## src/rtl/pmc_regs.svh

```systemverilog
// register numbers, field positions and reset values of the performance monitor control block
`ifndef PMC_REGS_SVH
`define PMC_REGS_SVH

// special-register numbers
`define PMC_SPR_CONTROL 10'h3B8
`define PMC_SPR_MIRROR 10'h3A8
`define PMC_SPR_COUNTER1 10'h3B9
`define PMC_SPR_COUNTER2 10'h3BA
`define PMC_SPR_COUNTER3 10'h3BD
`define PMC_SPR_COUNTER4 10'h3BE

// control fields, as lsb-0 positions (msb-0 bit n sits at 31 - n)
`define PMC_FREEZE_ALL_POS 31
`define PMC_FREEZE_IN_SUPERVISOR_POS 30
`define PMC_FREEZE_IN_USER_POS 29
`define PMC_FREEZE_WHEN_MARKED_POS 28
`define PMC_FREEZE_WHEN_UNMARKED_POS 27
`define PMC_MONITOR_IRQ_ENABLE_POS 26
`define PMC_FREEZE_ON_IRQ_POS 25
`define PMC_TAP_SELECT_HI 24
`define PMC_TAP_SELECT_LO 23
`define PMC_IRQ_ON_TAP_POS 22
`define PMC_COUNTER1_OVF_IRQ_POS 15
`define PMC_COUNTERS234_OVF_IRQ_POS 14

// time base taps as lsb-0 indices of the 64-bit time base
`define PMC_TAP_CODE0_BIT 6'd0
`define PMC_TAP_CODE1_BIT 6'd8
`define PMC_TAP_CODE2_BIT 6'd12
`define PMC_TAP_CODE3_BIT 6'd16

`define PMC_CONTROL_RESET 32'h0000_0000
`define PMC_COUNTER_RESET 32'h0000_0000
`define PMC_COUNTER_OVF_POS 31
`define PMC_NUM_COUNTERS 4

`endif
```

## src/rtl/pmc_pkg.sv

```systemverilog
// types shared by the performance monitor control block
package pmc_pkg;

  typedef struct packed {
    logic wr;
    logic rd;
    logic [9:0] num;
    logic [31:0] wdata;
  } pmc_spr_req_t;

  typedef struct packed {
    logic user_state_bit;
    logic process_mark_bit;
  } pmc_core_state_t;

  typedef enum logic [2:0] {
    PMC_SEL_NONE,
    PMC_SEL_CONTROL,
    PMC_SEL_MIRROR,
    PMC_SEL_COUNTER1,
    PMC_SEL_COUNTER2,
    PMC_SEL_COUNTER3,
    PMC_SEL_COUNTER4
  } pmc_sel_t;

endpackage

```

## src/rtl/pmc_event_counter.sv

```systemverilog
// one 32-bit event counter with hold and software load
`timescale 1ns/1ps
`default_nettype none
`include "pmc_regs.svh"
module pmc_event_counter
(
  input wire logic ref_clk,
  input wire logic rst,
  input wire logic hold,
  input wire logic event_hit,
  input wire logic load,
  input wire logic [31:0] load_value,
  output logic [31:0] count
);

  logic [31:0] next_count;

  always_comb
  begin
    next_count = count;
    if (load)
    begin
      next_count = load_value;
    end
    else if (event_hit && !hold)
    begin
      // the top bit turns on as the count part carries past its maximum
      next_count = count + 32'h0000_0001;
    end
  end

  always_ff @(posedge ref_clk)
  begin
    if (rst)
    begin
      count <= `PMC_COUNTER_RESET;
    end
    else
    begin
      count <= next_count;
    end
  end

endmodule
`default_nettype wire

```

## src/rtl/pmc_monitor_control.sv

```systemverilog
// performance monitor control: control register, freeze logic, counters and interrupt request
//
// Overview of operation
// - freeze_all set keeps every event counter from changing by hardware.
// - freeze_in_supervisor set holds counters while the core is in supervisor state.
// - freeze_in_user set holds counters while the core is in user state.
// - freeze_when_marked set holds counters while the process mark bit is one.
// - freeze_when_unmarked set holds counters while the process mark bit is zero.
// - monitor_irq_enable zero blocks every monitor interrupt.
// - signalling an interrupt clears monitor_irq_enable in the same update.
// - interrupt on enabled counter overflow or enabled time base tap rise with enable.
// - freeze_on_irq stops counter 1 after an interrupt; others too if count control zero.
// - with freeze_on_irq clear an interrupt leaves counting unaffected.
// - tap code 00,01,10,11 watches time base bit 63,55,51,47.
// - irq_on_timebase_tap set raises interrupt on each zero-to-one tap change.
// - hardware never alters irq_on_timebase_tap; only software writes do.
// - control register reachable only in supervisor state; user reads the mirror.
// - reading the control register has no side effects.
// - counter top bit marks overflow; the other bits hold the count.
// - bit 16 enables counter 1 overflow interrupt; bit 17 counters 2 to 4.
`timescale 1ns/1ps
`default_nettype none
`include "pmc_regs.svh"
module pmc_monitor_control
  import pmc_pkg::*;
(
  input wire logic ref_clk,
  input wire logic rst,
  input wire pmc_spr_req_t spr_req,
  input wire pmc_core_state_t core_state,
  input wire logic [3:0] event_hit,
  input wire logic [63:0] time_base,
  input wire logic counter2_count_control,
  output logic [31:0] spr_rdata,
  output logic spr_rvalid,
  output logic monitor_irq
);

  logic [31:0] monitor_control_0;
  logic [31:0] next_monitor_control_0;
  logic irq_frozen;
  logic next_irq_frozen;
  logic tap_prev;
  logic next_tap_prev;
  logic [31:0] next_spr_rdata;
  logic next_spr_rvalid;
  logic next_monitor_irq;
  logic [31:0] event_counter [`PMC_NUM_COUNTERS];
  logic [`PMC_NUM_COUNTERS-1:0] counter_load;
  logic [`PMC_NUM_COUNTERS-1:0] counter_hold;
  logic supervisor;
  logic freeze_common;
  logic tap_bit;
  logic tap_rise;
  logic irq_cond;
  pmc_sel_t wr_sel;
  pmc_sel_t rd_sel;

  function automatic pmc_sel_t spr_decode(input logic [9:0] num);
    case (num)
      `PMC_SPR_CONTROL: spr_decode = PMC_SEL_CONTROL;
      `PMC_SPR_MIRROR: spr_decode = PMC_SEL_MIRROR;
      `PMC_SPR_COUNTER1: spr_decode = PMC_SEL_COUNTER1;
      `PMC_SPR_COUNTER2: spr_decode = PMC_SEL_COUNTER2;
      `PMC_SPR_COUNTER3: spr_decode = PMC_SEL_COUNTER3;
      `PMC_SPR_COUNTER4: spr_decode = PMC_SEL_COUNTER4;
      default: spr_decode = PMC_SEL_NONE;
    endcase
  endfunction

  function automatic logic [5:0] tap_index(input logic [1:0] code);
    case (code)
      2'b00: tap_index = `PMC_TAP_CODE0_BIT;
      2'b01: tap_index = `PMC_TAP_CODE1_BIT;
      2'b10: tap_index = `PMC_TAP_CODE2_BIT;
      default: tap_index = `PMC_TAP_CODE3_BIT;
    endcase
  endfunction

  // access decode; user state reaches only the mirror
  always_comb
  begin
    supervisor = !core_state.user_state_bit;
    wr_sel = PMC_SEL_NONE;
    rd_sel = PMC_SEL_NONE;
    if (spr_req.wr && supervisor && spr_decode(spr_req.num) != PMC_SEL_MIRROR)
    begin
      wr_sel = spr_decode(spr_req.num);
    end
    if (spr_req.rd && (supervisor || spr_decode(spr_req.num) == PMC_SEL_MIRROR))
    begin
      rd_sel = spr_decode(spr_req.num);
    end
  end

  // freeze conditions and time base tap
  always_comb
  begin
    freeze_common = monitor_control_0[`PMC_FREEZE_ALL_POS];
    freeze_common = freeze_common || (monitor_control_0[`PMC_FREEZE_IN_SUPERVISOR_POS] && supervisor);
    freeze_common = freeze_common || (monitor_control_0[`PMC_FREEZE_IN_USER_POS] && !supervisor);
    freeze_common = freeze_common || (monitor_control_0[`PMC_FREEZE_WHEN_MARKED_POS] && core_state.process_mark_bit);
    freeze_common = freeze_common
      || (monitor_control_0[`PMC_FREEZE_WHEN_UNMARKED_POS] && !core_state.process_mark_bit);
    counter_hold[0] = freeze_common || irq_frozen;
    counter_hold[1] = freeze_common || (irq_frozen && !counter2_count_control);
    counter_hold[2] = counter_hold[1];
    counter_hold[3] = counter_hold[1];
    tap_bit = time_base[tap_index(monitor_control_0[`PMC_TAP_SELECT_HI:`PMC_TAP_SELECT_LO])];
    next_tap_prev = tap_bit;
    tap_rise = tap_bit && !tap_prev;
  end

  // interrupt condition and control register update
  always_comb
  begin
    irq_cond = monitor_control_0[`PMC_MONITOR_IRQ_ENABLE_POS]
      && ((monitor_control_0[`PMC_COUNTER1_OVF_IRQ_POS] && event_counter[0][`PMC_COUNTER_OVF_POS])
      || (monitor_control_0[`PMC_COUNTERS234_OVF_IRQ_POS]
      && (event_counter[1][`PMC_COUNTER_OVF_POS] || event_counter[2][`PMC_COUNTER_OVF_POS]
      || event_counter[3][`PMC_COUNTER_OVF_POS]))
      || (monitor_control_0[`PMC_IRQ_ON_TAP_POS] && tap_rise));
    next_monitor_irq = irq_cond;
    next_monitor_control_0 = monitor_control_0;
    if (wr_sel == PMC_SEL_CONTROL)
    begin
      next_monitor_control_0 = spr_req.wdata;
    end
    if (irq_cond)
    begin
      next_monitor_control_0[`PMC_MONITOR_IRQ_ENABLE_POS] = 1'b0;
    end
    next_irq_frozen = irq_frozen;
    if (wr_sel == PMC_SEL_CONTROL)
    begin
      next_irq_frozen = 1'b0;
    end
    if (irq_cond && monitor_control_0[`PMC_FREEZE_ON_IRQ_POS])
    begin
      next_irq_frozen = 1'b1;
    end
  end

  // read path; reads change nothing
  always_comb
  begin
    next_spr_rvalid = spr_req.rd;
    case (rd_sel)
      PMC_SEL_CONTROL: next_spr_rdata = monitor_control_0;
      PMC_SEL_MIRROR: next_spr_rdata = monitor_control_0;
      PMC_SEL_COUNTER1: next_spr_rdata = event_counter[0];
      PMC_SEL_COUNTER2: next_spr_rdata = event_counter[1];
      PMC_SEL_COUNTER3: next_spr_rdata = event_counter[2];
      PMC_SEL_COUNTER4: next_spr_rdata = event_counter[3];
      default: next_spr_rdata = 32'h0000_0000;
    endcase
  end

  always_comb
  begin
    counter_load[0] = (wr_sel == PMC_SEL_COUNTER1);
    counter_load[1] = (wr_sel == PMC_SEL_COUNTER2);
    counter_load[2] = (wr_sel == PMC_SEL_COUNTER3);
    counter_load[3] = (wr_sel == PMC_SEL_COUNTER4);
  end

  always_ff @(posedge ref_clk)
  begin
    if (rst)
    begin
      monitor_control_0 <= `PMC_CONTROL_RESET;
      irq_frozen <= 1'b0;
      tap_prev <= 1'b0;
      spr_rdata <= 32'h0000_0000;
      spr_rvalid <= 1'b0;
      monitor_irq <= 1'b0;
    end
    else
    begin
      monitor_control_0 <= next_monitor_control_0;
      irq_frozen <= next_irq_frozen;
      tap_prev <= next_tap_prev;
      spr_rdata <= next_spr_rdata;
      spr_rvalid <= next_spr_rvalid;
      monitor_irq <= next_monitor_irq;
    end
  end

  for (genvar i = 0; i < `PMC_NUM_COUNTERS; i++)
  begin : g_counter
    pmc_event_counter u_counter
    (
      .ref_clk(ref_clk),
      .rst(rst),
      .hold(counter_hold[i]),
      .event_hit(event_hit[i]),
      .load(counter_load[i]),
      .load_value(spr_req.wdata),
      .count(event_counter[i])
    );
  end

  a_freeze_all_hold: assert property (@(posedge ref_clk) disable iff (rst)
    monitor_control_0[`PMC_FREEZE_ALL_POS] && !counter_load[0] |=> $stable(event_counter[0]))
    else $error("counter 1 changed under freeze_all");

  a_supervisor_hold: assert property (@(posedge ref_clk) disable iff (rst)
    monitor_control_0[`PMC_FREEZE_IN_SUPERVISOR_POS] && !core_state.user_state_bit && !counter_load[1]
    |=> $stable(event_counter[1]))
    else $error("counter 2 changed in supervisor freeze");

  a_user_hold: assert property (@(posedge ref_clk) disable iff (rst)
    monitor_control_0[`PMC_FREEZE_IN_USER_POS] && core_state.user_state_bit |=> $stable(event_counter[2]))
    else $error("counter 3 changed in user freeze");

  a_marked_hold: assert property (@(posedge ref_clk) disable iff (rst)
    monitor_control_0[`PMC_FREEZE_WHEN_MARKED_POS] && core_state.process_mark_bit && !counter_load[3]
    |=> $stable(event_counter[3]))
    else $error("counter 4 changed while marked");

  a_unmarked_hold: assert property (@(posedge ref_clk) disable iff (rst)
    monitor_control_0[`PMC_FREEZE_WHEN_UNMARKED_POS] && !core_state.process_mark_bit && !counter_load[0]
    |=> $stable(event_counter[0]))
    else $error("counter 1 changed while unmarked");

  a_irq_needs_enable: assert property (@(posedge ref_clk) disable iff (rst)
    monitor_irq |-> $past(monitor_control_0[`PMC_MONITOR_IRQ_ENABLE_POS]))
    else $error("interrupt without global enable");

  a_irq_clears_enable: assert property (@(posedge ref_clk) disable iff (rst)
    monitor_irq |-> !monitor_control_0[`PMC_MONITOR_IRQ_ENABLE_POS])
    else $error("enable still set after interrupt");

  a_ovf_irq: assert property (@(posedge ref_clk) disable iff (rst)
    monitor_control_0[`PMC_MONITOR_IRQ_ENABLE_POS] && monitor_control_0[`PMC_COUNTER1_OVF_IRQ_POS]
    && event_counter[0][`PMC_COUNTER_OVF_POS] |=> monitor_irq)
    else $error("counter 1 overflow not signalled");

  a_irq_freeze: assert property (@(posedge ref_clk) disable iff (rst)
    monitor_irq && $past(monitor_control_0[`PMC_FREEZE_ON_IRQ_POS]) && !counter_load[0]
    && !(wr_sel == PMC_SEL_CONTROL) |=> $stable(event_counter[0]))
    else $error("counter 1 moved after freezing interrupt");

  a_tap_bit_kept: assert property (@(posedge ref_clk) disable iff (rst)
    !(wr_sel == PMC_SEL_CONTROL) |=> $stable(monitor_control_0[`PMC_IRQ_ON_TAP_POS]))
    else $error("tap interrupt bit changed by hardware");

  a_user_no_write: assert property (@(posedge ref_clk) disable iff (rst)
    core_state.user_state_bit && !monitor_irq && !irq_cond |=> $stable(monitor_control_0))
    else $error("control changed from user state");

  a_irq_pulse: assert property (@(posedge ref_clk) disable iff (rst)
    monitor_irq |=> !monitor_irq)
    else $error("interrupt longer than one cycle");

endmodule
`default_nettype wire

```

## config.mk

```make
export PLATFORM = sky130hd
export DESIGN_NAME = pmc_monitor_control
export DESIGN_NICKNAME = d
export VERILOG_FILES = /design/src/rtl/pmc_pkg.sv /design/src/rtl/pmc_event_counter.sv /design/src/rtl/pmc_monitor_control.sv
export VERILOG_INCLUDE_DIRS = /design/src /design/src/rtl
export SDC_FILE = /design/constraint.sdc
export NUM_CORES = 1
export LEC_CHECK = 0
export ABC_AREA = 1
export BUFFER_PORTS_ARGS = -buffer_cell sky130_fd_sc_hd__buf_2
export CORE_MARGIN = 10
export CORE_UTILIZATION = 44
export CTS_BUF_LIST = sky130_fd_sc_hd__clkbuf_8
export DETAILED_ROUTE_END_ITERATION = 12
export SLEW_MARGIN = 20
export SYNTH_ARGS = -nofsm -noshare
export SYNTH_HDL_FRONTEND = slang
export SYNTH_SLANG_ARGS = --single-unit
```

## constraint.sdc

```tcl
create_clock -name ref_clk -period 2.7 [get_ports ref_clk]
set_input_delay 0.81 -clock ref_clk [delete_from_list [all_inputs] [get_ports ref_clk]]
set_output_delay 0.81 -clock ref_clk [all_outputs]
set_load 0.01 [all_outputs]
```

==> flow_summary.json <==
{
  "drt_pre_antenna_iters": 6,
  "finalHoldViolations": 0,
  "max_freq_ghz": 0.4474,
  "grt_first_pass_wirelength_um": 86960,
  "placementRows": 64,
  "avgViaCountPerCell": 5.460,
  "htreeDepth": 4,
  "worstSetupPathType": "reg2reg",
  "worst-endpoint-required_ns": 3.12,
  "final.min_clock_period_ns": 2.235,
  "timing.hold.worst_endpoint": "irq_frozen$_SDFFE_PP0P_",
  "setup.worst_path.end_class": "flop",
  "worstHoldPathType": "reg2reg",
  "fin_skew_ns": 0.02332,
  "cts_buffers": 17,
  "rsz0062_at_grt": "false",
  "cts_tree": "done",
  "worstMarginPinSlew_ns": 0.8175,
  "post-route-drc-count": 0,
  "yosys-top-cells-area": "dfxtp_1 29%, nand2_1 22%, nor2_1 10%, nand3_1 10%, inv_1 5.9%",
  "period_share_pct": 82.79,
  "design.die.area_um2": 38640,
  "layout_setup_ws_ns": 0.4646,
  "count_of_state_elements_after_synthesis": 196,
  "globalplace.congestion": 0.9932,
  "pre_cts_slack_ns": 0.05905,
  "crit_family": "simple AND/OR/NAND/NOR gates",
  "floorplan.die.height_um": 196.6,
  "crit_slowest_cell": "dfxtp_1",
  "synth-async-reset-ratio_pct": 0,
  "timing.critical_path.buf_inv": 1,
  "synth_top_area_share_pct": 28.60,
  "synth_sequential_area_ratio_pct": 28.60,
  "fin_worst_hold_slack_ns": 0.4978,
  "yosysWarningCount": 0,
  "timing.critical_path.arrival_ns": 2.65,
  "dp.final_hpwl_um": 42580,
  "wirelength_um": 57420,
  "overflow": 0,
  "grt_antenna_before_repair": 1,
  "critical-path-max-stage-delay_ns": 0.49,
  "critPathMaxFanout": 5,
  "slew_violations": 0,
  "postCtsSetupBuffers": 0,
  "post_synth_top_area_cell": "dfxtp_1",
  "total_of_hold_buffers_inserted_after_clock_tree_synthesis": 0,
  "portBuffers": 94,
  "post_synth_num_cell_types": 36,
  "grt_start_max_net_pins": 65,
  "first_global_vias": 14330,
  "critical-path-top-cell-by-count": "nand2_1",
  "clock_pin_slew_on_the_worst_setup_and_hold_paths_ns": 0.12,
  "power.static_leakage_uw": 0.006847,
  "ioPinCount": 151,
  "die-width_um": 196.6,
  "power-per-cell-area_nw_per_um2": 365.0,
  "ys.flop_type": "dfxtp_1",
  "layout-drive-gt1-share_pct": 9.288,
  "cts.root.buffer_cell": "clkbuf_8",
  "postSynthCellCount": 2373,
  "timing.final.setup_violations": 0,
  "final_cell_mix": "806 x nand2_1, 376 x nor2_1, 274 x nand3_1, 217 x inv_1, 196 x dfxtp_1",
  "crit-reg2reg-launch": "g_counter[2].u_counter.count[1]$_SDFFE_PP0P_",
  "crit_chain": "ha_1, nand2_1, nor2_1, nand2_1, nor2_1, nand2_1, nand2_1, nand2_1, nand3_1, nand3_1, nand2_1, inv_1",
  "synthToLayoutAreaGrowth_pct": 10.28,
  "power.share.switching_pct": 29.81,
  "holdCritStartpoint": "irq_frozen$_SDFFE_PP0P_",
  "synth_enable_flop_cells": 0,
  "setup_total_negative_slack_ns": 0,
  "grt_usage_pct": 29.36,
  "worst_r2r_endpoint": "g_counter[2].u_counter.count[26]$_SDFFE_PP0P_",
  "cp-start-kind": "flop",
  "power_frac_comb_pct": 9.3,
  "final_common_cell": "nand2_1",
  "cts.sink_count": 196,
  "finalPower_uw": 5522,
  "p_int_uw": 3876,
  "ff2ff_path_depth": 12,
  "slew-limit-headroom_pct": 45.50,
  "max-cap-violations": 0,
  "clockPowerShare_pct": 37.9,
  "avgSynthCellArea_um2": 5.781,
  "first_iter_violations": 1727,
  "drt-wirelength-per-cell_um": 20.21,
  "net-switching-power_uw": 1646,
  "post_cts_resized": 0,
  "antenna_violating_nets_post_route": 0,
  "mapped_cell_area_um2": 13720,
  "initial_core_util_pct": 44.73,
  "floorplan.core_area_um2": 30670,
  "clk_path_buf_depth": 2,
  "reg2reg_setup_slack_ns": 0.46,
  "finish.net_count": 2555,
  "power.ir.vdd_worst_mv": 0.3353,
  "clk_latency_ns": 0.53,
  "synth_nets": 2496,
  "via_count": 15510,
  "outcome": "finished clean",
  "timing.hold.worst_path_depth": 2,
  "seq_power_share_pct": 52.8
}
==> kinds of logic after synthesis <==
kind of cell / share of synthesized area [%]
fa+ha+maj: 0.5472
simple gates: 51.31
compound gates: 4.925
flops: 28.60
buf+inv: 10.21
xor+xnor: 4.405
==> sequential cells by signal, summed over array words and instances (netlist names) <==
name                       cells
g_counter.u_counter.count    128
irq_frozen                     1
monitor_control_0             32
monitor_irq                    1
spr_rdata                     32
spr_rvalid                     1
tap_prev                       1
==> cell usage after synthesis (all sizes together) (5+ instances only) <==
cell type  count
a21oi         65
nor3           5
clkbuf        29
nand3b        30
dfxtp        196
ha             6
xor2          40
inv          224
nor2         390
o21ai         58
nand3        281
buf           83
nand2        817
nand4        107
a31oi          6
xnor2         29
==> layout make-up <==
| class | count | area [um^2] |
|---|---|---|
| fill | 3362 | 15540 |
| multi-input combinational | 1839 | 8404 |
| sequential | 196 | 3924 |
| timing repair buffer | 152 | 1056 |
| inverter | 226 | 852.1 |
| tap | 396 | 495.5 |
| clock buffer | 18 | 247.7 |
| clock inverter | 13 | 147.6 |
| antenna | 1 | 2.502 |
==> worst register-to-register path, stage by stage, from the launching register on <==
cell	delay [ns]
dfxtp_1	0.49
ha_1	0.22
nand2_1	0.07
nor2_1	0.38
nand2_1	0.21
nor2_1	0.28
nand2_1	0.10
nand2_1	0.07
nand2_1	0.07
nand3_1	0.08
nand3_1	0.06
nand2_1	0.06
inv_1	0.05
==> power by group through the flow <==
stage                     clock (uW)  combinational, uW  sequential [uW]
after CTS                       2110                502             2910
after detailed placement           0                501             2980
final                           2090                515             2920
after global placement             0                498             2980
after floorplan                    0                228             2980
after global routing            2210                536             2920
==> how the worst max path moves through the flow <==
stage | slack (ns) | end | from | cells past startpoint
after detailed placement | 0.06 | g_counter[1].u_counter.count[2]$_SDFFE_PP0P_ | core_state[1] | 10
after CTS | 0.47 | g_counter[2].u_counter.count[26]$_SDFFE_PP0P_ | g_counter[2].u_counter.count[1]$_SDFFE_PP0P_ | 12
after floorplan | 0.57 | spr_rdata[31]$_SDFF_PP0_ | spr_req[38] | 12
after global routing | 0.24 | g_counter[2].u_counter.count[26]$_SDFFE_PP0P_ | g_counter[2].u_counter.count[1]$_SDFFE_PP0P_ | 12
final | 0.46 | g_counter[2].u_counter.count[26]$_SDFFE_PP0P_ | g_counter[2].u_counter.count[1]$_SDFFE_PP0P_ | 12
after global placement | 0.08 | g_counter[1].u_counter.count[3]$_SDFFE_PP0P_ | core_state[1] | 10
==> metrics by stage <==
step,cells,utilization (%),area [um^2]
finish,2841,49.33,15130
global route,2840,49.32,15130
CTS,2840,49.32,15130
detailed placement,2809,48.03,14730
global placement,2809,48.03,14730
floorplan,2373,-,13720
==> per-layer routing <==
metal	up-vias	wire length (um)	track usage [%]
met5	-	0	0
met4	0	2095	11.59
met3	88	5113	4.362
met2	685	24400	44.14
met1	7087	25820	41.28
li1	7652	-	-
Note: power is estimated with default switching activity, not from simulation.
